## src/rftac_pkg.sv

```systemverilog
package rftac_pkg;

    // Access behaviour that one byte lane of a register follows
    typedef enum logic [2:0]
    {
        RFTAC_ACC_RW,
        RFTAC_ACC_RO,
        RFTAC_ACC_RC,
        RFTAC_ACC_WANYC,
        RFTAC_ACC_R1C,
        RFTAC_ACC_R1S,
        RFTAC_ACC_W1C,
        RFTAC_ACC_WO
    } rftac_acc_type;

    localparam int          REG_COUNT  = 9;
    localparam int          LANE_W     = 8;
    localparam int          LANES      = 4;
    localparam int          ADDR_W     = 8;

    // Register index; the byte offset is four times the index
    localparam int          IDX_RW     = 0;
    localparam int          IDX_RO     = 1;
    localparam int          IDX_RC     = 2;
    localparam int          IDX_WANYC  = 3;
    localparam int          IDX_R1C    = 4;
    localparam int          IDX_R1S    = 5;
    localparam int          IDX_W1C    = 6;
    localparam int          IDX_WO     = 7;
    localparam int          IDX_MIX    = 8;

    // Byte offsets from the module base address
    localparam logic [7:0]  OFF_RW     = 8'h00;
    localparam logic [7:0]  OFF_RO     = 8'h04;
    localparam logic [7:0]  OFF_RC     = 8'h08;
    localparam logic [7:0]  OFF_WANYC  = 8'h0C;
    localparam logic [7:0]  OFF_R1C    = 8'h10;
    localparam logic [7:0]  OFF_R1S    = 8'h14;
    localparam logic [7:0]  OFF_W1C    = 8'h18;
    localparam logic [7:0]  OFF_WO     = 8'h1C;
    localparam logic [7:0]  OFF_MIX    = 8'h20;

    // Reset values
    localparam logic [31:0] RST_RW     = 32'h0000_0000;
    localparam logic [31:0] RST_RO     = 32'h0000_0000;
    localparam logic [31:0] RST_STATUS = 32'h0000_0000;
    localparam logic [31:0] RST_R1S    = 32'h0000_0000;
    localparam logic [31:0] RST_WO     = 32'h0000_0000;
    localparam logic [31:0] RST_MIX    = 32'h0000_0000;

    // Access type of lane l of register r
    function automatic rftac_acc_type acc_of(input int r, input int l);
        rftac_acc_type a;
        a = RFTAC_ACC_RW;
        if (r == IDX_RO) a = RFTAC_ACC_RO;
        else if (r == IDX_RC) a = RFTAC_ACC_RC;
        else if (r == IDX_WANYC) a = RFTAC_ACC_WANYC;
        else if (r == IDX_R1C) a = RFTAC_ACC_R1C;
        else if (r == IDX_R1S) a = RFTAC_ACC_R1S;
        else if (r == IDX_W1C) a = RFTAC_ACC_W1C;
        else if (r == IDX_WO) a = RFTAC_ACC_WO;
        else if (r == IDX_MIX && l == 1) a = RFTAC_ACC_RC;
        else if (r == IDX_MIX && l == 2) a = RFTAC_ACC_R1C;
        else if (r == IDX_MIX && l == 3) a = RFTAC_ACC_R1S;
        return a;
    endfunction

    // Reset word of register r
    function automatic logic [31:0] rst_of(input int r);
        logic [31:0] v;
        v = RST_STATUS;
        if (r == IDX_RW) v = RST_RW;
        else if (r == IDX_RO) v = RST_RO;
        else if (r == IDX_R1S) v = RST_R1S;
        else if (r == IDX_WO) v = RST_WO;
        else if (r == IDX_MIX) v = RST_MIX;
        return v;
    endfunction

    // Lanes whose read returns their content
    function automatic logic readable(input rftac_acc_type a);
        return (a != RFTAC_ACC_W1C) && (a != RFTAC_ACC_WO);
    endfunction

endpackage

```

## src/rftac_bank.sv

```systemverilog
// How it works
// RULE1 - Clear-on-read field returns its value, then hardware clears it.
// RULE2 - Master writes read-only fields only with their reset value.
// RULE3 - Plain read/write field stores the written value and reads it back.
// RULE4 - Any write to a clear-on-write register clears all its bits.
// RULE5 - Write-one-to-clear: ones clear their bits, zeros leave bits alone.
// RULE6 - Writing back a read status value clears only those reported bits.
// RULE7 - Write-one-to-set: ones set bits, zeros keep them.
// RULE8 - Write-only clear register clears status bits where ones are written.
// RULE9 - Write-only register: writes act, reads complete with no meaning.
// RULE10 - Master preserves reserved bits; device holds them at zero.
// RULE11 - Every field takes its reset value after any reset.
// RULE12 - Each register decodes at a fixed offset from the base.
// RULE13 - Lanes of one register apply their own behaviour in one access.
`timescale 1ns/1ps
`default_nettype none
module rftac_bank
    import rftac_pkg::*;
(
    input  wire logic                    i_clk_sys,
    input  wire logic                    i_rst_n,
    input  wire logic                    i_ce,
    input  wire logic                    i_acc_valid,
    input  wire logic                    i_acc_write,
    input  wire logic [ADDR_W-1:0]       i_acc_addr,
    input  wire logic [31:0]             i_acc_wdata,
    input  wire logic [REG_COUNT*32-1:0] i_hw_event,
    output logic                         o_acc_ack,
    output logic                         o_acc_err,
    output logic      [31:0]             o_acc_rdata,
    output logic      [31:0]             o_rw_value,
    output logic      [31:0]             o_wo_value,
    output logic      [31:0]             o_one_set_value
);

    logic [REG_COUNT-1:0][31:0] reg_val;
    logic [REG_COUNT-1:0]       rd_hit;
    logic [REG_COUNT-1:0]       wr_hit;
    logic                       hit;
    logic [3:0]                 idx;
    logic [31:0]                rd_word;

    // Offset decode, word aligned, relative to the base
    always_comb
    begin
        hit = 1'b1;
        idx = 4'h0;
        if (i_acc_addr == OFF_RW) idx = 4'(IDX_RW); // see RULE12
        else if (i_acc_addr == OFF_RO) idx = 4'(IDX_RO);
        else if (i_acc_addr == OFF_RC) idx = 4'(IDX_RC);
        else if (i_acc_addr == OFF_WANYC) idx = 4'(IDX_WANYC);
        else if (i_acc_addr == OFF_R1C) idx = 4'(IDX_R1C);
        else if (i_acc_addr == OFF_R1S) idx = 4'(IDX_R1S);
        else if (i_acc_addr == OFF_W1C) idx = 4'(IDX_W1C);
        else if (i_acc_addr == OFF_WO) idx = 4'(IDX_WO);
        else if (i_acc_addr == OFF_MIX) idx = 4'(IDX_MIX);
        else hit = 1'b0;
    end

    // Per-register strobes, gated by the clock enable
    always_comb
    begin
        rd_hit = '0;
        wr_hit = '0;
        if (i_acc_valid && i_ce && hit)
        begin
            if (i_acc_write)
                wr_hit[idx] = 1'b1;
            else
                rd_hit[idx] = 1'b1;
        end
    end

    // Lanes of every register; each lane keeps its own behaviour
    for (genvar r = 0; r < REG_COUNT; r++)
    begin : g_reg
        for (genvar l = 0; l < LANES; l++)
        begin : g_lane
            rftac_field #(
                .ACC (acc_of(r, l)),
                .W   (LANE_W),
                .RST (LANE_W'(rst_of(r) >> (l*LANE_W)))
            ) u_field (
                .i_clk_sys (i_clk_sys),
                .i_rst_n   (i_rst_n),
                .i_ce      (i_ce),
                .i_rd      (rd_hit[r]),
                .i_wr      (wr_hit[r]),
                .i_wdata   (i_acc_wdata[l*LANE_W +: LANE_W]),
                .i_hw      (i_hw_event[r*32 + l*LANE_W +: LANE_W]),
                .i_ext_clr ((r == IDX_R1C && wr_hit[IDX_W1C])
                            ? i_acc_wdata[l*LANE_W +: LANE_W]
                            : {LANE_W{1'b0}}), // see RULE8
                .o_value   (reg_val[r][l*LANE_W +: LANE_W])
            ); // see RULE13
        end
    end

    // Read word: write-only lanes read zero rather than stale content
    always_comb
    begin
        rd_word = 32'h0000_0000;
        for (int l = 0; l < LANES; l++)
        begin
            if (readable(acc_of(int'(idx), l)))
                rd_word[l*LANE_W +: LANE_W] = reg_val[idx][l*LANE_W +: LANE_W];
        end
    end

    // Answer one cycle after the request; value is the pre-clear one
    always_ff @(posedge i_clk_sys or negedge i_rst_n)
    begin
        if (!i_rst_n)
        begin
            o_acc_ack   <= 1'b0;
            o_acc_err   <= 1'b0;
            o_acc_rdata <= 32'h0000_0000;
        end
        else if (i_ce)
        begin
            o_acc_ack <= i_acc_valid;
            o_acc_err <= i_acc_valid && !hit;
            if (i_acc_valid && !i_acc_write)
                o_acc_rdata <= hit ? rd_word : 32'h0000_0000; // see RULE9
        end
    end

    // Copies for the block's own logic, kept in flops for clean outputs
    always_ff @(posedge i_clk_sys or negedge i_rst_n)
    begin
        if (!i_rst_n)
        begin
            o_rw_value      <= RST_RW;
            o_wo_value      <= RST_WO;
            o_one_set_value <= RST_R1S;
        end
        else if (i_ce)
        begin
            o_rw_value      <= reg_val[IDX_RW];
            o_wo_value      <= reg_val[IDX_WO];
            o_one_set_value <= reg_val[IDX_R1S];
        end
    end

    // Checks on each access behaviour except read-only
    AST_RC_READ_RETURNS: assert property (@(posedge i_clk_sys) // see RULE1
        disable iff (!i_rst_n)
        rd_hit[IDX_RC] |=> o_acc_rdata == $past(reg_val[IDX_RC]))
        else $error("clear-on-read returned wrong value");

    AST_RC_READ_CLEARS: assert property (@(posedge i_clk_sys) // see RULE1
        disable iff (!i_rst_n)
        rd_hit[IDX_RC] |=>
            reg_val[IDX_RC] == $past(i_hw_event[IDX_RC*32 +: 32]))
        else $error("clear-on-read did not clear");

    AST_RW_STORES: assert property (@(posedge i_clk_sys) // see RULE3
        disable iff (!i_rst_n)
        wr_hit[IDX_RW] |=> reg_val[IDX_RW] == $past(i_acc_wdata)
            ##2 (!$past(i_ce) || o_rw_value == $past(reg_val[IDX_RW])))
        else $error("read/write field did not store");

    AST_ANY_WRITE_CLEARS: assert property (@(posedge i_clk_sys) // see RULE4
        disable iff (!i_rst_n)
        wr_hit[IDX_WANYC] |=>
            reg_val[IDX_WANYC] == $past(i_hw_event[IDX_WANYC*32 +: 32]))
        else $error("write did not clear register");

    AST_ONE_CLEARS: assert property (@(posedge i_clk_sys) // see RULE5
        disable iff (!i_rst_n)
        wr_hit[IDX_R1C] |=> reg_val[IDX_R1C] ==
            (($past(reg_val[IDX_R1C]) & ~$past(i_acc_wdata))
             | $past(i_hw_event[IDX_R1C*32 +: 32])))
        else $error("write-one-to-clear wrong result");

    AST_ONE_SETS: assert property (@(posedge i_clk_sys) // see RULE7
        disable iff (!i_rst_n)
        wr_hit[IDX_R1S] |=>
            reg_val[IDX_R1S] == ($past(reg_val[IDX_R1S]) | $past(i_acc_wdata)))
        else $error("write-one-to-set wrong result");

    AST_WO_CLEARS_STATUS: assert property (@(posedge i_clk_sys) // see RULE8
        disable iff (!i_rst_n)
        wr_hit[IDX_W1C] |=> reg_val[IDX_R1C] ==
            (($past(reg_val[IDX_R1C]) & ~$past(i_acc_wdata))
             | $past(i_hw_event[IDX_R1C*32 +: 32])))
        else $error("clear register did not clear status");

    AST_WO_READS_ZERO: assert property (@(posedge i_clk_sys) // see RULE9
        disable iff (!i_rst_n)
        (rd_hit[IDX_WO] || rd_hit[IDX_W1C]) |=>
            o_acc_ack && o_acc_rdata == 32'h0000_0000)
        else $error("write-only read not zero");

    AST_MIXED_LANES: assert property (@(posedge i_clk_sys) // see RULE13
        disable iff (!i_rst_n)
        wr_hit[IDX_MIX] |=> reg_val[IDX_MIX][7:0] == $past(i_acc_wdata[7:0])
            && reg_val[IDX_MIX][31:24] == ($past(reg_val[IDX_MIX][31:24])
                                           | $past(i_acc_wdata[31:24])))
        else $error("mixed register lanes wrong");

endmodule
`default_nettype wire

```

## src/rftac_field.sv

```systemverilog
`timescale 1ns/1ps
`default_nettype none
module rftac_field
    import rftac_pkg::*;
#(
    parameter rftac_acc_type ACC = RFTAC_ACC_RW,
    parameter int            W   = 8,
    parameter logic [W-1:0]  RST = '0
)
(
    input  wire logic         i_clk_sys,
    input  wire logic         i_rst_n,
    input  wire logic         i_ce,
    input  wire logic         i_rd,
    input  wire logic         i_wr,
    input  wire logic [W-1:0] i_wdata,
    input  wire logic [W-1:0] i_hw,
    input  wire logic [W-1:0] i_ext_clr,
    output logic      [W-1:0] o_value
);

    // One lane of storage; hardware set always wins over any clear
    always_ff @(posedge i_clk_sys or negedge i_rst_n)
    begin
        if (!i_rst_n)
        begin
            o_value <= RST; // see RULE11
        end
        else if (i_ce)
        begin
            case (ACC)
                RFTAC_ACC_RW, RFTAC_ACC_WO:
                    if (i_wr)
                        o_value <= i_wdata; // see RULE3 see RULE9
                RFTAC_ACC_RO:
                    o_value <= i_hw; // Writes never reach it
                RFTAC_ACC_RC:
                    o_value <= (i_rd ? '0 : o_value) | i_hw; // see RULE1
                RFTAC_ACC_WANYC:
                    o_value <= (i_wr ? '0 : o_value) | i_hw; // see RULE4
                RFTAC_ACC_R1C:
                    o_value <= (o_value & ~(i_wr ? i_wdata : '0)
                               & ~i_ext_clr) | i_hw; // see RULE5 see RULE6
                RFTAC_ACC_R1S:
                    o_value <= o_value | (i_wr ? i_wdata : '0); // see RULE7
                default:
                    o_value <= '0; // Clear-only lane holds no content
            endcase
        end
    end

endmodule
`default_nettype wire

```

## config.mk

```make
export PLATFORM = sky130hd
export DESIGN_NAME = rftac_bank
export DESIGN_NICKNAME = d
export VERILOG_FILES = /design/src/rftac_pkg.sv /design/src/rftac_bank.sv /design/src/rftac_field.sv
export SDC_FILE = /design/constraint.sdc
export NUM_CORES = 1
export LEC_CHECK = 0
export BUFFER_PORTS_ARGS = -buffer_cell sky130_fd_sc_hd__buf_2
export CAP_MARGIN = 20
export CORE_MARGIN = 3
export CORE_UTILIZATION = 52
export CTS_BUF_LIST = sky130_fd_sc_hd__clkbuf_8 sky130_fd_sc_hd__clkbuf_16
export CTS_CLUSTER_DIAMETER = 200
export CTS_CLUSTER_SIZE = 20
export DETAILED_ROUTE_END_ITERATION = 7
export GPL_TIMING_DRIVEN = 0
export PLACE_DENSITY = 0.8
export SETUP_SLACK_MARGIN = 0.02
export SYNTH_ARGS = -nofsm -noshare
export SYNTH_HDL_FRONTEND = slang
export SYNTH_SLANG_ARGS = --single-unit
```

## constraint.sdc

```tcl
create_clock -name i_clk_sys -period 1.4 [get_ports i_clk_sys]
set_input_delay 0.14 -clock i_clk_sys [delete_from_list [all_inputs] [get_ports i_clk_sys]]
set_output_delay 0.14 -clock i_clk_sys [all_outputs]
set_load 0.005 [all_outputs]
```

After elaboration in Yosys (flattened, before gate mapping)

Cells that the tools add are included.

Logic and storage cells: 202
Bits in registers: 386
Input port bits: 333

Bitwise gates (word level): 37
Multiplexer cells: 85
Order comparisons: 2
Equality and inequality tests: 24
Reductions and logical operators: 16

Operators with widths:

| operator                                             | number |
|---|---|
| two-way mux 8 bit                                    | 27 |
| OR 8 bit                                             | 19 |
| binary-select mux 32 bit (select 4 bit)              | 1 |
| two-way mux 3 bit                                    | 30 |
| AND 8 bit                                            | 9 |
| NOT 8 bit                                            | 9 |
| two-way mux 32 bit                                   | 2 |
| two-way mux 4 bit                                    | 9 |
| two-way mux 9 bit                                    | 4 |
| equality test 8 x 5 -> 1 bit (second input constant) | 4 |
| inequality test 3 bit (second input constant)        | 8 |
| equality test 4 bit (second input constant)          | 5 |
| equality test 8 x 4 -> 1 bit (second input constant) | 2 |
| two-way mux 1 bit                                    | 10 |
| logical AND 1 bit                                    | 9 |
| equality test 4 x 3 -> 1 bit (second input constant) | 2 |
| equality test 8 x 3 -> 1 bit (second input constant) | 1 |
| equality test 8 x 6 -> 1 bit (second input constant) | 1 |
| logical NOT 8 bit                                    | 1 |
| AND reduction 2 bit                                  | 4 |
| < comparator 4 x 5 -> 1 bit (second input constant)  | 1 |
| demux 1 bit (select 4 bit)                           | 1 |
| equality test 4 x 2 -> 1 bit (second input constant) | 1 |
| >= comparator 4 x 1 -> 1 bit (second input constant) | 1 |
| 2 further kinds                                      | 3 |

Longest topological paths before layout

Gate-level depths: netlist of run 1.

Depth in word-level cells: 23
Depth in mapped cells: 7
Mapped depth without buffers: 4

Hierarchy

From an unflattened synthesis of run 1, not the netlist that was laid out.

Cells, all modules: 1,363
Area total of the unflattened synthesis: 17,865.9 sq um

By module, submodules not included:

| module                                       | area an instance (sq um) | seq. area each (sq um) | cells an instance | instances |
|---|---|---|---|---|
| rftac_bank                                   | 7,434.6                  | 3,253.1                | 693               | 1 |
| rftac_field (g_reg[0].g_lane[0].u_field ...) | 296.5                    | 200.2                  | 17                | 9 |
| rftac_field (g_reg[2].g_lane[0].u_field ...) | 292.8                    | 200.2                  | 18                | 9 |
| rftac_field (g_reg[4].g_lane[0].u_field ...) | 435.4                    | 200.2                  | 34                | 5 |
| rftac_field (g_reg[5].g_lane[0].u_field ...) | 286.5                    | 200.2                  | 18                | 5 |
| rftac_field (g_reg[1].g_lane[0].u_field ...) | 331.6                    | 200.2                  | 17                | 4 |
| rftac_field (g_reg[6].g_lane[0].u_field ...) | 63.8                     | 0.0                    | 9                 | 3 |

Worst setup path after synthesis of run 1

No wires, ideal clock.

Path type: input to register
Start: in i_acc_addr[1]
End: reg g_reg[7].g_lane[2].u_field.o_value[0]
Data required time: 1,275 ps
Buffers on the path: 2
Slack: -655 ps
Library setup time: 125 ps
Arrival time: 1,930 ps
Stages: 6
Path through: or4_4 -> or2_1 -> buf_2 -> nor4_4 -> buf_6 -> mux2_2

Longest elaborated chain between the ends: 17
Elaborated cells between the ends (all ways): 36
Those cells by class: 2 x order compare; 8 x eq/ne; 22 x mux; 4 x reduce/logical

RTL lines:

| what                                                                                              | RTL line          | source |
|---|---|---|
| start: declaration                                                                                | rftac_bank.sv:25  | `input wire logic [ADDR_W-1:0] i_acc_addr,` |
| equality test 8 x 6 -> 1 bit                                                                      | rftac_bank.sv:56  | `else if (i_acc_addr == OFF_MIX) idx = 4'(IDX_MIX);` |
| two-way mux 4 bit                                                                                 | rftac_bank.sv:56  |  |
| two-way mux 4 bit                                                                                 | rftac_bank.sv:55  | `else if (i_acc_addr == OFF_WO) idx = 4'(IDX_WO);` |
| two-way mux 4 bit                                                                                 | rftac_bank.sv:54  | `else if (i_acc_addr == OFF_W1C) idx = 4'(IDX_W1C);` |
| two-way mux 4 bit                                                                                 | rftac_bank.sv:53  | `else if (i_acc_addr == OFF_R1S) idx = 4'(IDX_R1S);` |
| two-way mux 4 bit                                                                                 | rftac_bank.sv:52  | `else if (i_acc_addr == OFF_R1C) idx = 4'(IDX_R1C);` |
| two-way mux 4 bit                                                                                 | rftac_bank.sv:51  | `else if (i_acc_addr == OFF_WANYC) idx = 4'(IDX_WANYC);` |
| two-way mux 4 bit                                                                                 | rftac_bank.sv:50  | `else if (i_acc_addr == OFF_RC) idx = 4'(IDX_RC);` |
| two-way mux 4 bit                                                                                 | rftac_bank.sv:49  | `else if (i_acc_addr == OFF_RO) idx = 4'(IDX_RO);` |
| two-way mux 4 bit                                                                                 | rftac_bank.sv:48  | `if (i_acc_addr == OFF_RW) idx = 4'(IDX_RW);` |
| < comparator 4 x 5 -> 1 bit (implied by the code) or >= comparator 4 x 1 -> 1 bit (tied branches) | rftac_bank.sv:68  | `wr_hit[idx] = 1'b1;` |
| logical AND 1 bit (implied by the code)                                                           | rftac_bank.sv:68  |  |
| two-way mux 1 bit (implied by the code)                                                           | rftac_bank.sv:68  |  |
| demux 1 bit (select 4 bit)                                                                        | rftac_bank.sv:68  |  |
| two-way mux 9 bit                                                                                 | rftac_bank.sv:67  | `if (i_acc_write)` |
| two-way mux 9 bit *                                                                               | rftac_bank.sv:65  | `if (i_acc_valid && i_ce && hit)` |
| AND reduction 2 bit (no source line) *                                                            | n/a               |  |
| end signal: assignment                                                                            | rftac_field.sv:34 | `o_value <= i_wdata;` |
| end signal: assignment                                                                            | rftac_field.sv:36 | `o_value <= i_hw;` |
| end signal: assignment                                                                            | rftac_field.sv:38 | `o_value <= (i_rd ? '0 : o_value) \| i_hw;` |
| end: declaration                                                                                  | rftac_field.sv:19 | `output logic [W-1:0] o_value` |

Every way passes the cells marked *; elsewhere a longest branch is shown, timed or not.
A chain may end at the register's enable or synchronous reset.

Final worst setup path of run 1

Start: in i_acc_addr[6]
End: reg g_reg[2].g_lane[0].u_field.o_value[4]

Longest elaborated chain between the ends: 18
Elaborated cells between the ends (all ways): 37
Those cells by class: 2 x order compare; 8 x eq/ne; 23 x mux; 1 x bitwise; 3 x reduce/logical

RTL lines:

| what                                                                                              | RTL line          | source |
|---|---|---|
| equality test 8 x 6 -> 1 bit                                                                      | rftac_bank.sv:56  |  |
| two-way mux 4 bit                                                                                 | rftac_bank.sv:56  |  |
| two-way mux 4 bit                                                                                 | rftac_bank.sv:55  |  |
| two-way mux 4 bit                                                                                 | rftac_bank.sv:54  |  |
| two-way mux 4 bit                                                                                 | rftac_bank.sv:53  |  |
| two-way mux 4 bit                                                                                 | rftac_bank.sv:52  |  |
| two-way mux 4 bit                                                                                 | rftac_bank.sv:51  |  |
| two-way mux 4 bit                                                                                 | rftac_bank.sv:50  |  |
| (+2 left out)                                                                                     | n/a               |  |
| < comparator 4 x 5 -> 1 bit (implied by the code) or >= comparator 4 x 1 -> 1 bit (tied branches) | rftac_bank.sv:70  | `rd_hit[idx] = 1'b1;` |
| logical AND 1 bit (implied by the code)                                                           | rftac_bank.sv:70  |  |
| two-way mux 1 bit (implied by the code)                                                           | rftac_bank.sv:70  |  |
| demux 1 bit (select 4 bit)                                                                        | rftac_bank.sv:70  |  |
| two-way mux 9 bit                                                                                 | rftac_bank.sv:67  |  |
| two-way mux 9 bit *                                                                               | rftac_bank.sv:65  |  |
| two-way mux 8 bit *                                                                               | rftac_field.sv:38 |  |
| OR 8 bit *                                                                                        | rftac_field.sv:38 |  |
| end signal: assignment                                                                            | rftac_field.sv:38 |  |
| end signal: assignment                                                                            | rftac_field.sv:40 | `o_value <= (i_wr ? '0 : o_value) \| i_hw;` |
| end signal: assignment                                                                            | rftac_field.sv:42 | `o_value <= (o_value & ~(i_wr ? i_wdata : '0)` |
| end: declaration                                                                                  | rftac_field.sv:19 |  |

Marks and branches as above.

==> results.ini, run 1 <==
[power_and_ir_drop]
power_density_nw_per_um2 = 905
p_switching_mw = 5.05
ir_drop_v = 0.00104
leakagePower_nw = 11.2
total_power_mw = 20.4
p_sw_share_pct = 24.8
pwr-share-seq_pct = 56.2
p_clk_share_pct = 32.8
comb_power_share_pct = 11.0
p_int_mw = 15.3

[global_routing]
grt_pass1_vias = 13353
antenna_found_initial = 6
grt_use_met2_pct = 52.2
grt_max_degree = 125
track_usage_pct = 33.5
use_met1_pct = 48.6
grt_use_met3_pct = 5.64
grt_pass1_wl_um = 84600
busiest_layer = met2
grt_overflow = 0

[synthesis]
synth.most_common_cell = dfrtp_1
synth_fp_nets = 1467
ys_seq_area_share_pct = 59.9
synth_edf_count = 0
syn_area_per_cell_um2 = 14.2
ys_top_cells_by_count = dfrtp_1, mux2_2, a22o_1, nand2_1, clkbuf_1
ys.flop_type = dfrtp_1
synth.largest_area_cell = dfrtp_1
syn_area_um2 = 16100
yosysWarnings = 0
synthArstFlopShare_pct = 100
synth.distinct_cells = 47
netlist_instances = 1134
ys_top_cells_by_area = dfrtp_1, mux2_2, a22o_1
synth_top_cell_area_share_pct = 59.9
synth-seq-cells = 386

[worst_setup_path]
r2r_start = g_reg[0].g_lane[3].u_field.o_value[6]
critPathKind = input port to flop
critPathTopFamily = simple AND/OR/NAND/NOR gates
crit_required_ns = 1.81
cpMaxStageDelayCell = or4_4
cp-end-kind = flop
worstSetupStartpointType = input port
arrival_ns = 2.12
cpPeakStageDelay_ns = 0.60
reg2reg_depth = 3
crit_fanout = 10
cp_cell_sequence = buf_6 -> or4_4 -> or3_1 -> or4_4 -> buf_6 -> a22o_1
r2r-end = o_acc_rdata[30]
critical_path_buf_inv_count = 2
rrSetupSlack_ns = -0.14

[sta]
finClkSkew_ns = 0.0184
post-route-period-util_pct = 122
setup-violations-final = 233
timing.fmax_mhz = 584
worst_pin_slew_ns = 0.835
min_period_ns = 1.71
hold-worst-slack_ns = -0.449
slew_viol_final = 0
rsz0062_at_grt = yes
hold_viol = 70
slew_headroom_pct = 44.3
setup_ws_ns = -0.311

[layout]
regArea_um2 = 9670
layout-drive-gt1-share_pct = 45.8
finish.instance_area_um2 = 22500
multiInputGateArea_um2 = 6800
area_growth_pct = 39.9
nets = 2034
fin_cells = 2095
fillers = 1855
post-route-util_pct = 74.9

[clock_tree]
postCtsHoldBufs = 177
cts-root-buf = clkbuf_16
cts_num_sinks = 386
cts_tree = yes
clk_pin_slew_ns = 0.09
cts_max_level = 1
clockBufferDepth = 3
cts-buffers-inserted = 23
insertion_delay_ns = 0.54

[place]
portBuffers = 316
gp_congestion = 0.915
place_inst = 1843
dpl.hpwl_um = 38100
placed_cell_area_um2 = 18500

[floorplan]
die_height_um = 182
ioPinCount = 463
rows = 63
die_w_um = 182
die-area_um2 = 33100
initial_core_util_pct = 53.5
core_area_um2 = 30100

[status]
violations = hold timing, setup timing
status = finished, violations left

[route]
avgViaCountPerCell = 6.21
vias = 13006
drc = 0
wirelength_um = 57300
drtAntennaViolNets = 0
wire_per_inst_um = 27.4
drt-pass1-iter-count = 5
drtIter0Drc = 1334

[run]
maxCapViolCount = 0

[worst_hold_path]
hp-class = input port to asynchronous set/reset pin

-- routing by layer --
metal / vias to the layer above / routed length (µm)
met4: 4 / 2210
met3: 143 / 5050
li1: 5402 / -
met1: 6684 / 23700
met2: 773 / 26300
met5: - / 32
-- worst max-delay path by stage --
| stage | startpoint | end | depth (start not counted) |
|---|---|---|---|
| CTS | i_acc_addr[6] | g_reg[2].g_lane[0].u_field.o_value[4] | 6 |
| floorplan | i_acc_addr[1] | g_reg[7].g_lane[2].u_field.o_value[0] | 6 |
| detailed placement | i_acc_addr[3] | o_acc_rdata[21] | 7 |
| global route | i_acc_addr[6] | g_reg[0].g_lane[2].u_field.o_value[6] | 9 |
| global placement | i_rst_n | g_reg[3].g_lane[0].u_field.o_value[1] | 1 |
| finish | i_acc_addr[6] | g_reg[2].g_lane[0].u_field.o_value[4] | 6 |
-- layout by cell type (no fill, tap or decap), types with 3 or more instances in the layout --
cell type        n
dlygate4sd3_1  177
a221oi_2         9
a22o_1         112
clkbuf_16       33
mux2_2         160
dfrtp_2          5
a221oi_1        14
buf_2          315
nor3_1           7
mux2_4          64
buf_6           26
diode_2          4
mux4_2          32
buf_4           16
buf_8           14
clkbuf_1        24
a21o_1          41
inv_1           10
o21a_1          14
or4_4            3
nor4_4           4
o311ai_2         3
o21ai_0         11
buf_16           7
clkbuf_4         6
clkbuf_8         3
a21oi_1          7
nand2_1         73
nor4_1           6
o22ai_1          7
o32ai_4         11
o31ai_2         11
clkbuf_2        21
o22ai_2          3
nor2_1           6
dfrtp_1        381
buf_12          12
o31ai_1         11
-- worst register-to-register path, delay by kind of cell, from the launching register on --
| kind | cells | cell delay, ns |
|---|---|---|
| mux | 1 | 0.55 |
| flops | 1 | 0.46 |
| compound gates | 2 | 0.41 |
-- power by group through the flow --
stage	clock (mW)	sequential, mW	combinational, mW
after floorplan	0	11.6	0.666
after global placement	0	11.7	1.58
after detailed placement	0	11.7	1.64
after CTS	6.68	11.5	2.16
after global routing	7.11	11.5	2.36
final	6.69	11.5	2.23
-- state kept, by name, indices dropped and copies added (netlist names) --
signal and flops:
g.g_lane.u_field.o_value 256, o_acc_rdata 32, o_one_set_value 32, o_rw_value 32
o_wo_value 32, o_acc_ack 1, o_acc_err 1
-- final cells by class --
cell class / count / share of cell area (%)
Sequential cell: 386 / 42.9
Multi-Input combinational cell: 647 / 30.1
Timing Repair Buffer: 544 / 18.5
Buffer: 89 / 3.46
Clock buffer: 23 / 2.55
Tap cell: 390 / 2.16
Inverter: 10 / 0.167
Clock inverter: 2 / 0.111
Antenna cell: 4 / 0.0444
-- logic make-up (layout without fill, tap and decap cells) --
kind of cell           after synthesis  in the layout  share of synthesized area, %
and+or+nand+nor                    122            122                          3.77
muxes                              258            258                          20.2
other                                0              4                             0
buffers and inverters              101            668                          2.78
DFF                                386            386                          59.9
AOI/OAI and AO/OA                  267            267                          13.3
-- repair_timing --
action	4_1_cts	5_1_grt
hold endpoints to repair	332	71
endpoints found under the setup margin	297	241
cloned	6	6
buffers inserted	32	7
gates resized for setup	191	58
pin swaps	31	3
-- through the flow --
| stage | setup slack, ns | TNS, ns | hold WS (ns) |
|---|---|---|---|
| 6_report | -0.311 | -39.90 | -0.449 |
| 3_5_place_dp | -1.43 | -332.03 | 0.147 |
| 4_1_cts | -0.303 | -28.42 | -0.433 |
| 5_1_grt | -0.330 | -44.08 | -0.415 |
| 2_1_floorplan | -0.645 | -103.50 | -0.156 |
| 3_3_place_gp | -7.11 | -3050.45 | 0.370 |
No activity file was read; power rests on OpenSTA's default activity.
==> run 2, diff against run 1 <==
--- a/config.mk
+++ b/config.mk
@@ -8,7 +8,7 @@
 export BUFFER_PORTS_ARGS = -buffer_cell sky130_fd_sc_hd__buf_2
 export CAP_MARGIN = 20
 export CORE_MARGIN = 3
-export CORE_UTILIZATION = 52
+export CORE_UTILIZATION = 53
 export CTS_BUF_LIST = sky130_fd_sc_hd__clkbuf_8 sky130_fd_sc_hd__clkbuf_16
 export CTS_CLUSTER_DIAMETER = 200
 export CTS_CLUSTER_SIZE = 20
@@ -18,4 +18,5 @@
 export SETUP_SLACK_MARGIN = 0.02
 export SYNTH_ARGS = -nofsm -noshare
 export SYNTH_HDL_FRONTEND = slang
+export SYNTH_HIERARCHICAL = 1
 export SYNTH_SLANG_ARGS = --single-unit
==> run 2 against run 1 <==
Effect of this change: the run still ends with hold timing, setup timing left; wire length increased by 9.4%; final cell count increased by 12%; total power increased by 2.9%; critical path depth increased by 2; critical endpoint is now g_reg[7].g_lane[1].u_field/o_value[7]; register-to-register slack got worse by 0.06 ns; synthesized cell count increased by 17%; core utilization decreased by 2.2 points; hold slack got worse by 0.055 ns.
==> results.ini, run 2 <==
[route]
wirelength_um = 62700  ; +9.4%
avgViaCountPerCell = 6.14  ; -1.2%
drt-pass1-iter-count = 7  ; +2
drtIter0Drc = 1335  ; +0.075%
wire_per_inst_um = 26.7  ; -2.3%
drtAntennaViolNets = 0  ; unchanged
drc = 0  ; unchanged
vias = 14395  ; +11%

[power_and_ir_drop]
p_int_mw = 15.7  ; +2.1%
power_density_nw_per_um2 = 883  ; -2.4%
p_sw_share_pct = 25.3  ; +0.56 points
leakagePower_nw = 11.3  ; +0.80%
p_switching_mw = 5.31  ; +5.2%
p_clk_share_pct = 32.2  ; -0.6 points
ir_drop_v = 0.000926  ; -11%
total_power_mw = 21.0  ; +2.9%
pwr-share-seq_pct = 55.2  ; -1.0 points
comb_power_share_pct = 12.6  ; +1.6 points

[layout]
area_growth_pct = 34.5
multiInputGateArea_um2 = 8010  ; +18%
most-common-layout-cells = dfrtp_1, buf_2, mux2_2
fillers = 2143  ; +16%
layout-drive-gt1-share_pct = 44.6  ; -1.2 points
fin_cells = 2346  ; +12%
nets = 2235  ; +9.9%
regArea_um2 = 9660  ; about the same
regMostFlops = g.g_lane.u_field/o_value
largest_reg_flops = 256  ; unchanged
layout_commonest_cell = dfrtp_1

[worst_setup_path]
cpPeakStageDelay_ns = 0.61  ; about the same
arrival_ns = 2.38  ; +0.26 ns
worstSetupStartpointType = input port
rrSetupSlack_ns = -0.20  ; -0.06 ns
r2r_start = g_reg[8].g_lane[1].u_field/o_value[1]
reg2reg_depth = 4  ; +1
crit_fanout = 8  ; -2
cpMaxStageDelayCell = or4_4
r2r-end = o_acc_rdata[9]
cp-end-kind = flop
critPathKind = input port to flop
path_common_cell = buf_12
critical_path_buf_inv_count = 3  ; +1
cp_cell_sequence = buf_8 -> or4_4 -> or4b_4 -> buf_12 -> nor3_4 -> buf_12 -> nand2_8 -> mux2_2
critPathTopFamily = simple AND/OR/NAND/NOR gates
crit_required_ns = 1.86  ; +0.05 ns

[run]
maxCapViolCount = 0  ; unchanged

[status]
violations = hold timing, setup timing
status = finished, violations left

[place]
place_inst = 2100  ; +14%
gp_congestion = 0.978  ; +6.9%
dpl.hpwl_um = 42300  ; +11%
portBuffers = 316  ; unchanged

[clock_tree]
cts-root-buf = clkbuf_16
clockBufferDepth = 3  ; unchanged
postCtsHoldBufs = 179  ; +1.1%
cts_tree = yes
cts-buffers-inserted = 23  ; unchanged
cts_num_sinks = 386  ; unchanged
insertion_delay_ns = 0.57  ; +0.03 ns
cts_max_level = 1  ; unchanged
clk_pin_slew_ns = 0.09  ; about the same

[floorplan]
core_area_um2 = 32700  ; +8.6%
die_height_um = 189  ; +3.5%
die_w_um = 189  ; +3.5%
ioPinCount = 463  ; unchanged
rows = 66  ; +4.8%
die-area_um2 = 35500  ; +7.2%
initial_core_util_pct = 54.0  ; +0.46 points

[global_routing]
use_met1_pct = 47.1  ; -1.5 points
grt_max_degree = 129  ; +3.2%
busiest_layer = met2
grt_pass1_vias = 14879  ; +11%
grt_use_met3_pct = 8.97  ; +3.3 points
grt_use_met2_pct = 53.9  ; +1.7 points
antenna_found_initial = 3  ; -3
grt_pass1_wl_um = 93100  ; +10%
track_usage_pct = 34.3  ; +0.81 points
grt_overflow = 0  ; unchanged

[synthesis]
yosysWarnings = 6  ; +6
netlist_instances = 1332  ; +17%
syn_area_per_cell_um2 = 13.3  ; -6.7%
syn_area_um2 = 17700  ; +9.5%

[sta]
min_period_ns = 1.93  ; +0.216 ns
timing.fmax_mhz = 519  ; -11%
setup-violations-final = 215  ; -7.7%
rsz0062_at_grt = yes
post-route-period-util_pct = 138  ; +15 points
finClkSkew_ns = 0.0151  ; -0.00331 ns
hold-worst-slack_ns = -0.504  ; -0.0552 ns
setup_ws_ns = -0.527  ; -0.216 ns
worst_pin_slew_ns = 0.902  ; +0.0671 ns
hold_viol = 160  ; +130%
slew_headroom_pct = 39.9  ; -4.5 points
slew_viol_final = 0  ; unchanged
tns_ns = -88.32  ; -48.42 ns

[worst_hold_path]
hp-class = input port to asynchronous set/reset pin

==> run 2: changes by cell type in the layout (fill, tap and decap cells not counted), moves of 16 or more <==
cell	change
buf_6	+19
mux2_2	+34
a22o_1	-40
mux2i_1	+35
nor2_1	+27
a21oi_2	+32
a32oi_1	+26
a31o_1	+40
mux4_2	-32
nand2_1	-34
a21oi_1	+17
and2_4	+22
buf_4	+16
==> run 2: cell type report <==
class | instances | area share [%]
Sequential cell | 386 | 40.7
Antenna cell | 2 | 0.0211
Inverter | 6 | 0.0948
Clock buffer | 23 | 2.42
Timing Repair Buffer | 543 | 16.9
Tap cell | 442 | 2.33
Buffer | 98 | 3.72
Clock inverter | 2 | 0.153
Multi-Input combinational cell | 844 | 33.7
==> run 2: what timing repair did <==
action | CTS | global route
pin swaps | 29 | 45
endpoints found under the setup margin | 354 | 247
resized for setup | 148 | 67
setup buffers | 23 | 18
hold endpoints to repair | 378 | 52
gates cloned | 1 | 3
==> run 2: power by group through the flow <==
stage | registers (mW) | clock network, mW | logic, mW
finish | 11.6 | 6.76 | 2.64
global route | 11.6 | 7.21 | 2.78
global placement | 11.8 | 0 | 1.98
CTS | 11.6 | 6.80 | 2.54
detailed placement | 11.8 | 0 | 2.04
floorplan | 11.7 | 0 | 0.998
==> run 2: worst max path at each step <==
stage,startpoint,endpoint,slack (ns),cells past startpoint
after floorplan,i_acc_addr[6],g_reg[4].g_lane[0].u_field/o_value[0],-0.71,7
after global placement,i_rst_n,o_wo_value[22],-7.18,1
after detailed placement,i_ce,g_reg[5].g_lane[0].u_field/o_value[4],-2.32,8
after CTS,i_acc_addr[1],g_reg[4].g_lane[3].u_field/o_value[2],-0.50,9
after global routing,i_acc_addr[1],g_reg[5].g_lane[2].u_field/o_value[0],-0.54,10
final,i_acc_addr[1],g_reg[7].g_lane[1].u_field/o_value[7],-0.53,8
==> run 2: per-stage QoR <==
step | area [µm²] | utilization, % | hold WS (ns) | worst slack (ns)
floorplan | 17900 | - | -0.156 | -0.708
detailed placement | 20100 | 61.5 | 0.0960 | -2.32
finish | 23800 | 72.6 | -0.504 | -0.527
CTS | 23400 | 71.5 | -0.496 | -0.502
global placement | 20000 | 61.2 | 0.366 | -7.18
global route | 23800 | 72.6 | -0.479 | -0.541
==> run 2: routing by layer <==
layer | wire (µm) | part of all wire [%] | vias to the layer above
li1 | - | - | 6100
met4 | 2330 | 3.7 | 2
met1 | 25600 | 41 | 7335
met5 | 13 | 0.021 | -
met2 | 28600 | 46 | 801
met3 | 6140 | 9.8 | 157
==> run 3, diff against run 2 <==
==> constraint.sdc (replaced) <==
create_clock -name i_clk_sys -period 2.2 [get_ports i_clk_sys]
set_input_delay 0.22 -clock i_clk_sys [delete_from_list [all_inputs] [get_ports i_clk_sys]]
set_output_delay 0.22 -clock i_clk_sys [all_outputs]
set_load 0.005 [all_outputs]
==> run 3 against run 2 <==
Effect of this change: the flow now finishes without violations; worst setup slack better by 0.60 ns; register-to-register slack gained 0.58 ns; wire length shrank 3.4%; non-clock buffer count down 45; largest cell class unchanged; cell area is 5.3% lower; sequential share of layout area is 2.3 points higher; hold slack improved by 0.52 ns; flip-flop and latch count stayed put.
==> results.ini, run 3 (same netlist as run 2, synthesis figures left out) <==
[status]
status = completed

[sta]
rsz0062_at_grt = no
slew_headroom_pct = 40.3  ; +0.40 points
slew_viol_final = 0  ; unchanged
finClkSkew_ns = 0.0148  ; -0.000252 ns
min_period_ns = 2.12
worst_pin_slew_ns = 0.896  ; -0.00602 ns
timing.fmax_mhz = 471
post-route-period-util_pct = 96.5
hold_viol = 0  ; -100%
setup-violations-final = 0  ; -100%
setup_ws_ns = 0.0774  ; +0.604 ns

[global_routing]
track_usage_pct = 33.6  ; -0.74 points
antenna_found_initial = 5  ; +2
grt_pass1_wl_um = 91100  ; -2.1%
grt_overflow = 0  ; unchanged
grt_max_degree = 126  ; -2.3%
grt_pass1_vias = 14396  ; -3.2%

[worst_setup_path]
cp-end-kind = flop
crit_required_ns = 2.63  ; +0.77 ns
worstSetupStartpointType = input port
cpMaxStageDelayCell = or4_4
arrival_ns = 2.55  ; +0.17 ns
crit_fanout = 8  ; unchanged
cp_cell_sequence = buf_2 -> or4_4 -> or4b_1 -> buf_6 -> nor3_4 -> buf_12 -> nand2_2 -> mux2_2
critPathKind = input port to flop
cpPeakStageDelay_ns = 0.59  ; -0.02 ns

[route]
wirelength_um = 60600  ; -3.4%
avgViaCountPerCell = 6.07  ; -1.1%
vias = 13965  ; -3.0%
drt-pass1-iter-count = 5  ; -2
drtIter0Drc = 1523  ; +14%
wire_per_inst_um = 26.3  ; -1.5%
drc = 0  ; unchanged
drtAntennaViolNets = 0  ; unchanged

[power_and_ir_drop]
leakagePower_nw = 10.8  ; -4.0%
ir_drop_v = 0.000656  ; -29%
power_density_nw_per_um2 = 586  ; -34%

[place]
post-place-ws_ns = -1.62  ; +0.706 ns
gp_congestion = 0.964  ; -1.4%
placed_cell_area_um2 = 20000  ; -0.40%
portBuffers = 316  ; unchanged
dpl.hpwl_um = 42400  ; +0.45%
place_inst = 2101  ; +0.048%

[layout]
area_growth_pct = 27.4
finish.instance_area_um2 = 22500  ; -5.3%
fin_cells = 2301  ; -1.9%
layout-drive-gt1-share_pct = 39.3  ; -5.3 points
regMostFlops = g.g_lane.u_field/o_value
largest_reg_flops = 256  ; unchanged
layout_commonest_cell = dfrtp_1
post-route-util_pct = 68.8  ; -3.8 points
multiInputGateArea_um2 = 7500  ; -6.3%
fillers = 2402  ; +12%
nets = 2190  ; -2.0%
most-common-layout-cells = dfrtp_1, buf_2, mux2_2
regArea_um2 = 9660  ; unchanged

[clock_tree]
cts_max_level = 1  ; unchanged
cts_num_sinks = 386  ; unchanged
clk_pin_slew_ns = 0.08  ; about the same
cts_tree = yes
cts-buffers-inserted = 23  ; unchanged
cts-root-buf = clkbuf_16
insertion_delay_ns = 0.55  ; -0.02 ns
clockBufferDepth = 3  ; unchanged

[worst_hold_path]
hp-class = input port to flop

[floorplan]
ioPinCount = 463  ; unchanged
die_w_um = 189  ; unchanged
rows = 66  ; unchanged
die_height_um = 189  ; unchanged
core_area_um2 = 32700  ; unchanged
die-area_um2 = 35500  ; unchanged
initial_core_util_pct = 54.0  ; unchanged

[run]
maxCapViolCount = 0  ; unchanged

-- run 3: cell types whose count changed in the layout (fill, tap and decap cells not counted), sizes merged --
| cell | previous run | this run |
|---|---|---|
| clkdlybuf4s15 | 0 | 1 |
| dlygate4sd3 | 179 | 158 |
| clkbuf | 67 | 70 |
| buf | 417 | 389 |
-- run 3: timing repair --
| item | CTS | global route |
|---|---|---|
| hold endpoints to repair | 258 | 0 |
| hold buffers | 158 | 0 |
| setup buffers | 13 | 3 |
| pin swaps | 7 | 2 |
| endpoints found under the setup margin | 268 | 96 |
| gates cloned | 1 | 0 |
| resized for setup | 22 | 12 |
-- run 3: area by class of cell --
type / count / area share [%]
multi-input combinational: 844 / 33.3
inverter: 6 / 0.100
clock buffer: 23 / 2.56
antenna: 2 / 0.0222
buffer: 101 / 2.99
timing repair buffer: 495 / 15.5
clock inverter: 2 / 0.111
sequential: 386 / 42.9
tap: 442 / 2.46
-- run 3: worst paths after layout --
| kind | slack, ns | depth (start not counted) | from | end |
|---|---|---|---|---|
| setup / recovery | 0.08 | 8 | i_acc_addr[1] | g_reg[7].g_lane[0].u_field/o_value[1] |
| hold / removal | 0.02 | 3 | i_hw_event[136] | g_reg[4].g_lane[1].u_field/o_value[0] |
| setup reg to reg | 0.38 | 4 | g_reg[8].g_lane[1].u_field/o_value[1] | o_acc_rdata[9] |
| hold reg to reg | 0.49 | 1 | g_reg[8].g_lane[3].u_field/o_value[4] | g_reg[8].g_lane[3].u_field/o_value[4] |
| max in group asynchronous | 0.60 | 4 | i_rst_n | o_wo_value[26] |
| min in group asynchronous | 0.21 | 2 | i_rst_n | g_reg[2].g_lane[0].u_field/o_value[6] |
-- run 3: critical path, delay by kind of cell --
| family | cells | cell delay, ns |
|---|---|---|
| buffers and inverters | 3 | 0.47 |
| muxes | 1 | 0.34 |
| and+or+nand+nor | 4 | 1.50 |
-- run 3: power by group --
part	internal [mW]	total, mW	switching, mW	leakage [nW]
clock network	1.89	4.24	2.35	0.295
logic	0.765	1.57	0.803	5.78
registers	7.23	7.37	0.138	4.73
-- run 3: metal layers --
layer | vias to the layer above | GRT usage [%] | routed length, µm
li1 | 6009 | - | -
met1 | 7143 | 48.2 | 25800
met2 | 696 | 52.5 | 27500
met3 | 115 | 7.07 | 5520
met4 | 2 | 8.85 | 1790
met5 | - | 0 | 11
-- run 3: metrics by stage --
| stage | power [mW] | hold slack [ns] | TNS (ns) |
|---|---|---|---|
| after CTS | 13.2 | 0.00130 | 0 |
| after global routing | 13.6 | 0.00337 | 0 |
| after detailed placement | 8.79 | 0.220 | -387.00 |
| final | 13.2 | 0.0154 | 0 |
| after global placement | 8.74 | 0.445 | -2983.06 |
| after floorplan | 8.07 | -0.0756 | -0.370 |
